[config.mk]
export PLATFORM = sky130hd
export DESIGN_NAME = banked_cpu_register_file
export DESIGN_NICKNAME = d
export VERILOG_FILES = /design/src/design/regfile_pkg.sv /design/src/design/bank_map.sv /design/src/design/banked_cpu_register_file.sv
export VERILOG_INCLUDE_DIRS = /design/src /design/src/design
export SDC_FILE = /design/constraint.sdc
export NUM_CORES = 2
export LEC_CHECK = 0
export BUFFER_PORTS_ARGS = -buffer_cell sky130_fd_sc_hd__buf_2
export CORE_AREA = 2 2 362 364
export DETAILED_ROUTE_END_ITERATION = 10
export DIE_AREA = 0 0 364 366
export PLACE_DENSITY = 0.54
export SLEW_MARGIN = 0
export SYNTH_ARGS = -nofsm -noshare
export SYNTH_HDL_FRONTEND = slang
export SYNTH_HIERARCHICAL = 1
export SYNTH_SLANG_ARGS = --single-unit
[constraint.sdc]
create_clock -name clk -period 4.8 [get_ports clk]
set_clock_uncertainty 0.1 [all_clocks]
set_input_delay 0.96 -clock clk [delete_from_list [all_inputs] [get_ports clk]]
set_output_delay 0.96 -clock clk [all_outputs]
set_load 0.05 [all_outputs]
[src/design/regfile_regs.svh]
// Constants for the banked CPU register file
`ifndef REGFILE_REGS_SVH
`define REGFILE_REGS_SVH
`define RF_VBR_RESET 32'h0000_0000
`define RF_DSR_RESET 32'h0000_0000
`define RF_PC_RESET 32'h0A00_0000
`define SW_MD_BIT 30
`define SW_RB_BIT 29
`define SW_BL_BIT 28
`define SW_IMASK_LO 4
`define SW_IMASK_HI 7
`define SW_IMASK_RESET 4'hF
`define SW_RESET 32'h7000_00F0
`define SW_DEFINED_MASK 32'h7000_00F0
`define REG_INDEX 4'h0
`define REG_STACK 4'hF
`define REG_X_INDEX 4'h8
`define REG_Y_INDEX 4'h9
`define REG_S_INDEX 4'h8
`define REG_X_PTR0 4'h4
`define REG_Y_PTR0 4'h6
`define REG_S_PTR0 4'h2
`endif

[src/design/regfile_pkg.sv]
// Types shared by the banked register file
package regfile_pkg;
	typedef logic [31:0] word_t;
	typedef logic [3:0] reg_idx_t;
	typedef enum logic [1:0] {
		SRC_GENERAL = 2'h0,
		SRC_INDEX = 2'h1,
		SRC_STACK = 2'h3
	} read_src_t;
endpackage : regfile_pkg

[src/design/bank_map.sv]
// Maps a register number and mode to a physical register slot
`timescale 1ns/1ps
`default_nettype none
`include "regfile_regs.svh"
module bank_map
	import regfile_pkg::*;
(
	input wire reg_idx_t idx,
	input wire logic priv,
	input wire logic bank_sel,
	input wire logic other_bank,
	output logic [4:0] slot
);
	wire logic banked = ~idx[3];
	wire logic use_alt = priv & (bank_sel ^ other_bank);
	// Slots 0-7 primary set, 8-15 upper registers, 16-23 alternate set
	assign slot = (banked & use_alt) ? {2'b10, idx[2:0]} : {1'b0, idx};
endmodule : bank_map
`default_nettype wire

[src/design/banked_cpu_register_file.sv]
// Banked general register file with control register reset values
// How it works
// - Sixteen 32-bit general registers for data, addresses.
// - Reset clears vector base, DSP status; loads PC.
// - Reset sets mode, bank, mask bits; level 1111.
// - Register 0 is the index register.
// - Some instructions may use register 0 only.
// - Register 15 is the stack pointer.
// - Exceptions save status and PC via register 15.
// - X access: pointer registers 4,5; index 8.
// - Y access: pointer registers 6,7; index 9.
// - Single access: pointers 2 to 5; index 8.
// - Two independent X and Y pointer sets.
// - Registers 0-7 banked; user mode uses bank 0.
// - Privileged: bank-select bit picks bank 0 or 1.
// - Mode bit 1 privileged, 0 user.
// - Unused bank reachable only by control transfers.
//
// The address map and the address-and-strobe port were left to the implementer.
`timescale 1ns/1ps
`default_nettype none
`include "regfile_regs.svh"
module banked_cpu_register_file
	import regfile_pkg::*;
(
	input wire logic clk,
	input wire logic rst_b,
	input wire reg_idx_t rd_a_idx,
	input wire read_src_t rd_a_src,
	input wire logic rd_a_other_bank,
	output word_t rd_a_data,
	input wire reg_idx_t rd_b_idx,
	output word_t rd_b_data,
	input wire logic wr_en,
	input wire reg_idx_t wr_idx,
	input wire read_src_t wr_src,
	input wire logic wr_other_bank,
	input wire word_t wr_data,
	input wire logic sw_wr_en,
	input wire word_t sw_wr_data,
	input wire logic pc_wr_en,
	input wire word_t pc_wr_data,
	input wire logic vbr_wr_en,
	input wire word_t vbr_wr_data,
	input wire logic dsr_wr_en,
	input wire word_t dsr_wr_data,
	input wire logic [1:0] x_ptr_sel,
	input wire logic [1:0] y_ptr_sel,
	input wire logic [1:0] s_ptr_sel,
	output word_t x_addr_pointer,
	output word_t x_index_value,
	output word_t y_addr_pointer,
	output word_t y_index_value,
	output word_t single_addr_pointer,
	output word_t single_index_value,
	output word_t stack_pointer_reg,
	output word_t index_capable_reg,
	output word_t status_word,
	output word_t program_counter,
	output word_t vector_base,
	output word_t dsp_status,
	output logic privilege_mode_bit,
	output logic bank_select_bit,
	output logic exception_mask_bit,
	output logic [3:0] intr_level_mask
);
	// 24 physical slots: two sets of eight banked plus eight shared
	word_t regs_r [0:23];
	word_t sw_r;
	word_t pc_r;
	word_t vbr_r;
	word_t dsr_r;

	// Effective register number: index-only or stack-only ops force it
	function automatic reg_idx_t eff_idx(input reg_idx_t idx, input read_src_t src);
		unique case (src)
			SRC_INDEX: eff_idx = `REG_INDEX;
			SRC_STACK: eff_idx = `REG_STACK;
			default: eff_idx = idx;
		endcase
	endfunction : eff_idx

	// Slot of a register in the current bank, mode taken from the live word
	function automatic logic [4:0] cur_slot(input reg_idx_t idx);
		cur_slot = (~idx[3] & sw_r[`SW_MD_BIT] & sw_r[`SW_RB_BIT]) ?
			{2'b10, idx[2:0]} : {1'b0, idx};
	endfunction : cur_slot

	wire logic md = sw_r[`SW_MD_BIT];
	wire logic rb = sw_r[`SW_RB_BIT];
	wire reg_idx_t a_idx = eff_idx(rd_a_idx, rd_a_src);
	wire reg_idx_t w_idx = eff_idx(wr_idx, wr_src);
	wire logic [4:0] a_slot;
	wire logic [4:0] w_slot;

	// The opposite bank is only reached by the control-transfer path, in privileged mode
	bank_map u_map_a (
		.idx(a_idx),
		.priv(md),
		.bank_sel(rb),
		.other_bank(rd_a_other_bank),
		.slot(a_slot)
	);
	bank_map u_map_w (
		.idx(w_idx),
		.priv(md),
		.bank_sel(rb),
		.other_bank(wr_other_bank),
		.slot(w_slot)
	);

	// Pointer registers: X, Y and single sets are addressed independently
	wire reg_idx_t x_ptr_idx = `REG_X_PTR0 | {3'b000, x_ptr_sel[0]};
	wire reg_idx_t y_ptr_idx = `REG_Y_PTR0 | {3'b000, y_ptr_sel[0]};
	wire reg_idx_t s_ptr_idx = `REG_S_PTR0 + {2'b00, s_ptr_sel};

	// Reads are combinational from the current state, so a status write
	// in one cycle steers the bank choice of every access after it
	assign rd_a_data = regs_r[a_slot];
	assign rd_b_data = regs_r[cur_slot(rd_b_idx)];
	assign x_addr_pointer = regs_r[cur_slot(x_ptr_idx)];
	assign x_index_value = regs_r[cur_slot(`REG_X_INDEX)];
	assign y_addr_pointer = regs_r[cur_slot(y_ptr_idx)];
	assign y_index_value = regs_r[cur_slot(`REG_Y_INDEX)];
	assign single_addr_pointer = regs_r[cur_slot(s_ptr_idx)];
	assign single_index_value = regs_r[cur_slot(`REG_S_INDEX)];
	assign stack_pointer_reg = regs_r[cur_slot(`REG_STACK)];
	assign index_capable_reg = regs_r[cur_slot(`REG_INDEX)];

	assign status_word = sw_r;
	assign program_counter = pc_r;
	assign vector_base = vbr_r;
	assign dsp_status = dsr_r;
	assign privilege_mode_bit = md;
	assign bank_select_bit = rb;
	assign exception_mask_bit = sw_r[`SW_BL_BIT];
	assign intr_level_mask = sw_r[`SW_IMASK_HI:`SW_IMASK_LO];

	// General registers have no reset value, so they are left out of the reset
	always_ff @(posedge clk) begin
		if (wr_en) begin
			regs_r[w_slot] <= wr_data;
		end
	end

	// Undefined status bits are reset to zero here to keep simulation clean
	always_ff @(posedge clk or negedge rst_b) begin
		if (!rst_b) begin
			sw_r <= `SW_RESET;
			pc_r <= `RF_PC_RESET;
			vbr_r <= `RF_VBR_RESET;
			dsr_r <= `RF_DSR_RESET;
		end else begin
			if (sw_wr_en) begin
				sw_r <= sw_wr_data;
			end
			if (pc_wr_en) begin
				pc_r <= pc_wr_data;
			end
			if (vbr_wr_en) begin
				vbr_r <= vbr_wr_data;
			end
			if (dsr_wr_en) begin
				dsr_r <= dsr_wr_data;
			end
		end
	end
endmodule : banked_cpu_register_file
`default_nettype wire

======== After elaboration in Yosys (flattened, before gate mapping) ========
Memory sizes are Yosys's and may differ from the RTL's.
Index checks and enable logic that the tools add are counted.
word-level totals
  register bits after elaboration ......... 128
  memory bits (writable) .................. 768
  logic and storage cells ................. 36
  memories ................................ 1
memories
  name    words  width  read ports  clocked after memory_dff  write ports  RTL line                        RTL
  regs_r  24     32     9           0                         1            banked_cpu_register_file.sv:68  word_t regs_r [0:23];
cells by class
  add/sub/neg operators ................... 1
  equal/unequal tests ..................... 4
  muxes and demuxes ....................... 11
  bitwise logic cells ..................... 15
operator list
  cell                   number
  $mux W5                7
  $pmux W4 S2            2
  $and A1 B1 Y1          9
  $eq A2 B1 Y1 const B   2
  $eq A2 B2 Y1 const B   2
  $add A2 B2 Y3 const A  1
  $not A1 Y1             3
  $mux W1                2
  $xor A1 B1 Y1          2
  $not A1 Y1 const A     1

======== Depth between registers and ports, before layout ========
An unclocked memory read counts as a cell.
  depth after elaboration ................. 6
  depth in mapped cells ................... 11

======== Cells and area by module ========
The synthesis kept the hierarchy.
by module, submodules not included
  module                    instances  cells each  area an instance (µm²)  sequential area each (µm²)
  banked_cpu_register_file  1          2615        44833.0                 26276.5
  bank_map                  2          6           47.5                    0.0

======== Worst setup path before layout ========
OpenSTA, ideal clock, no wires.
  path kind ............................... input-to-output
  start ................................... input port rd_a_idx[2]
  end ..................................... output port rd_a_data[23]
  arrival ................................. 2.885 ns
  path slack .............................. 0.855 ns
  cell stages on the path ................. 9
  path buffers ............................ 4
  cell sequence ........................... inv_1 o21ai_0 buf_4 buf_4 buf_2 buf_2 mux4_2 mux2i_1 o211ai_1
on the way
  longest elaborated chain between the ends .. 3
ends and longest elaborated chain
  element          RTL line                        RTL
  from (decl)      banked_cpu_register_file.sv:28  input wire reg_idx_t rd_a_idx,
  $pmux W4 S2      banked_cpu_register_file.sv:76  unique case (src)
  net a_idx[2]     banked_cpu_register_file.sv:91  wire reg_idx_t a_idx = eff_idx(rd_a_idx, rd_a_src);
  $mux W5          bank_map.sv:17                  assign slot = (banked & use_alt) ? {2'b10, idx[2:0]} : {1'b0, idx};
  net a_slot[2]    banked_cpu_register_file.sv:93  wire logic [4:0] a_slot;
  $mem_v2 Z24 W32  --
  to (decl)        banked_cpu_register_file.sv:31  output word_t rd_a_data,
The timed path passes the listed nets, and every way through them passes these cells.

======== Final worst setup path ========
  start ................................... input port rd_a_src[0]
  end ..................................... output port rd_a_data[12]
on the way
  elaborated cells on any way between the ends .. 7
  those cells by class .................... eq/ne: 2; mux: 2; bitwise: 2; memory: 1
RTL lines
  element                                              RTL line                        RTL
  from (decl)                                          banked_cpu_register_file.sv:29  input wire read_src_t rd_a_src,
  $eq A2 B2 Y1 / $eq A2 B1 Y1 (equally long branches)  banked_cpu_register_file.sv:76
  $pmux W4 S2 *                                        banked_cpu_register_file.sv:76
  net a_idx[0]                                         banked_cpu_register_file.sv:91
  $mux W5 *                                            bank_map.sv:17
  $mem_v2 Z24 W32 *                                    --
The timed path passes the listed nets; every way through them passes the cells marked *.

==> summary.log <==
INFO  global_route   overall_fraction_of_global_route_tracks_in_use=0.253
INFO  power_and_ir_drop leakagePower=19.8nW
INFO  sta            max-slew-margin-rel=0.340
INFO  drt            final_wirelength=172000um
INFO  cts            tritoncts_clock_tree=built
INFO  drt            wl_met3=16200um
INFO  worst_setup_path worst_path_cell_trace=buf_2, nand2_1, o21ai_4, buf_12, buf_12, mux4_1, mux2_2, nand2_1, o211ai_1, buf_4, buf_2
INFO  cts            cts-htree-levels=3
INFO  sta            final-setup-viol-count=0
INFO  floorplan      die_area=0.133mm^2
INFO  finish         mostFrequentLayoutCells=edfxtp_1 (768), buf_2 (637), mux2i_1 (360)
INFO  power_and_ir_drop sw_frac_of_total=0.297
INFO  sta            worst-slew-pin-transition=0.989ns
INFO  logic_synthesis ys_seq_elements=896
INFO  finish         final_common_cell=edfxtp_1
INFO  logic_synthesis synthDominantAreaCellType=edfxtp_1
INFO  cts            clkSinkCount=896
INFO  global_route   global_route.overflow_total=0
INFO  worst_setup_path reg2reg_to=regs_r[14][7]
INFO  drt            antenna_violating_nets_left=0
INFO  drt            routed.top_layer=met5
INFO  cts            clkSlewWorstSetupHoldPaths=0.06ns
INFO  drt            detailroute.via_count=30100
INFO  worst_setup_path cp_top_family=buffers and inverters
INFO  sta            setup_tns_final=0ns
INFO  drt            wirelength_met1=69600um
INFO  power_and_ir_drop irDropWorstVdd=0.326mV
INFO  hold_path      min_path_type=primary input to asynchronous set/reset pin
INFO  sta            max_slew_violation_total_from_the_final_report=0
INFO  cts            clk_root_buffer_cell=clkbuf_16
INFO  cts            max-clock-path-buffers=3
INFO  worst_setup_path timing.reg2reg.setup_slack=1.84ns
INFO  drt            drt-wirelength-per-cell=33.6um
INFO  power_and_ir_drop total_switching_power=6.14mW
INFO  floorplan      die_w=364um
INFO  drt            detailedRoute.firstIterationViolations=3484
INFO  global_route   largest_net_degree_at_the_start_of_global_routing=83
INFO  cts            cts_hold_buf=0
INFO  sta            min_period_over_period=0.968
INFO  finish         num-nets-final=3460
INFO  cts            tritoncts.num_buffers=103
INFO  logic_synthesis synth_top_cell_area_share=0.513
INFO  worst_setup_path worst_setup_path_endpoint=rd_a_data[12]
INFO  sta            hold_violations=0
INFO  finish         utilization_of_the_core_after_routing=0.423
INFO  sta            fmaxAchievable=215MHz
INFO  worst_setup_path required=3.74ns
INFO  drt            drtPass1Iterations=7
INFO  drt            met2WireLength=81000um
INFO  finish         layout-drive-gt1-share=0.476
INFO  logic_synthesis synthCells=2627
INFO  worst_setup_path reg2reg_from=status_word[29]
INFO  floorplan      die-height=366um
INFO  worst_setup_path startpoint_type=primary input
INFO  drt            remaining_drc_errors=0
INFO  floorplan      placementRows=132
INFO  floorplan      top_level_ports=646
INFO  power_and_ir_drop pwr-share-seq=0.425
INFO  cts            clock_latency_on_the_worst_skew_pair=0.73ns
INFO  power_and_ir_drop power.share.clock=0.389
INFO  worst_setup_path cp-startpoint=rd_a_src[0]
INFO  worst_setup_path cp_slowest_cell=mux4_1
INFO  run            maximum_capacitance_violations=0
INFO  logic_synthesis postSynthAreaPerCell=17.1um^2
INFO  worst_setup_path worst-r2r-cell-count=5
INFO  global_route   first_global_vias=30200
INFO  finish         filler_cell_count_in_the_final_layout=11700
INFO  logic_synthesis syn-num-nets=2818
INFO  worst_setup_path crit_buf_inv=5
INFO  sta            final_period_minus_worst_setup_slack=4.65ns
INFO  place          dp_hpwl=110000um
INFO  drt            routed_via_density=5.90
INFO  floorplan      core-area=0.129mm^2
INFO  worst_setup_path setup.worst_path.end_class=output port
INFO  logic_synthesis post_synth_instance_area=0.0449mm^2
INFO  logic_synthesis unique_cell_type_count_in_the_yosys_netlist=31
INFO  place          globalplace.congestion=0.817
INFO  floorplan      floorplan.initialDensity=0.348
INFO  run_status     result_of_the_run=complete, no violations
INFO  worst_setup_path cp_num_cells=11
INFO  global_route   grt_first_pass_wirelength=236000um
INFO  sta            grt_setup_unrepaired=no
INFO  worst_setup_path cp_slowest_stage_delay=0.57ns
INFO  worst_setup_path cp_data_arrival_time=3.59ns
INFO  cts            post_cts_setup_buffers=0
INFO  global_route   grt_antenna_before_repair=16
INFO  logic_synthesis ys.warnings.count=6
INFO  worst_setup_path critical_path_class=primary input to output port
INFO  worst_setup_path max_fanout_on_critical_path=21
INFO  power_and_ir_drop internal-power=14.5mW
INFO  power_and_ir_drop power_frac_comb=0.186
INFO  logic_synthesis synth_top_area_cells=edfxtp_1 (51%), mux4_2 (17%), mux2i_1 (8.0%)
INFO  place          port_buffers=643
INFO  finish         area_growth_syn_to_layout=21.3%
INFO  cts            cts.repair.resized=0
INFO  power_and_ir_drop power.density_cell_area=379mW/mm^2
INFO  logic_synthesis sequential_cell_area_fraction_in_the_yosys_report=0.585
==> cell type report <==
class,instances,area [um^2],share of cell area
flip-flops and latches,896,26300,0.482
multi-input cells,1466,17500,0.321
repair buffers,794,5040,0.0926
clock buffers,145,2960,0.0543
well taps,1742,2180,0.0400
clock inverters,47,504,0.00925
inverters,8,30.0,0.000551
diodes,6,15.0,0.000276
==> synth_stat cells, drive strengths merged <==
| cell type | count |
|---|---|
| a22oi | 96 |
| nand2 | 189 |
| inv | 8 |
| dfrtp | 119 |
| and2 | 3 |
| or3 | 1 |
| a21oi | 1 |
| o211ai | 40 |
| o2111ai | 32 |
| edfxtp | 768 |
| nand4 | 32 |
| dfstp | 9 |
| clkbuf | 63 |
| xnor2 | 2 |
| or3b | 2 |
| mux2 | 248 |
| nor2b | 5 |
| nor2 | 30 |
| nand3 | 57 |
| mux2i | 360 |
| mux4 | 352 |
| buf | 194 |
| nor3b | 2 |
| nand3b | 4 |
| nand2b | 2 |
| o21ai | 8 |
==> sequential cells by signal, summed over array words and instances, names as in the netlist <==
signal           flops
dsp_status          32
vector_base         32
program_counter     32
regs_r             768
status_word         32
==> per-stage QoR <==
stage / power [mW] / worst slack [ns] / hold WS [ns] / area [um^2] / instances
finish: 20.7 / 0.153 / 0.138 / 54500 / 5104
global route: 21.3 / 0.0755 / 0.166 / 54500 / 5101
CTS: 20.8 / 0.157 / 0.104 / 54500 / 5098
detailed placement: 12.8 / 0.170 / 0.389 / 51000 / 4906
global placement: 12.8 / 0.171 / 0.385 / 51000 / 4906
floorplan: 11.5 / 0.855 / 0.564 / 44900 / 2627
==> routing by layer <==
layer	up-vias	GRT usage
met2	1761	0.403
met3	233	0.0584
met5	-	0
li1	12100	-
met1	16000	0.342
met4	8	0.0780
==> how the worst min path moves through the flow <==
stage,startpoint,endpoint,slack (ns),cells after the start
floorplan,rst_b,dsp_status[0],0.56,0
global placement,program_counter[31],program_counter[31],0.39,1
detailed placement,program_counter[24],program_counter[24],0.39,1
CTS,rst_b,status_word[14],0.10,1
global route,rst_b,status_word[15],0.17,1
finish,rst_b,status_word[20],0.14,1
==> power groups by stage <==
stage / clock [mW] / combinational, mW / sequential, mW
finish: 8.03 / 3.84 / 8.79
global route: 8.49 / 3.99 / 8.80
CTS: 8.19 / 3.87 / 8.79
detailed placement: 0 / 3.86 / 8.94
floorplan: 0 / 2.13 / 9.33
global placement: 0 / 3.86 / 8.94
==> logic make-up (layout without fill, tap and decap cells) <==
family / Yosys count / after routing / synth area share
multiplexers: 960 / 960 / 0.320
flip-flops: 896 / 896 / 0.585
buffers and inverters: 265 / 994 / 0.0329
AO/OA/AOI/OAI: 177 / 177 / 0.0300
other: 0 / 6 / 0
AND/OR/NAND/NOR: 327 / 327 / 0.0322
XOR/XNOR: 2 / 2 / 0.000390
Note: power is estimated with default switching activity, not from simulation.
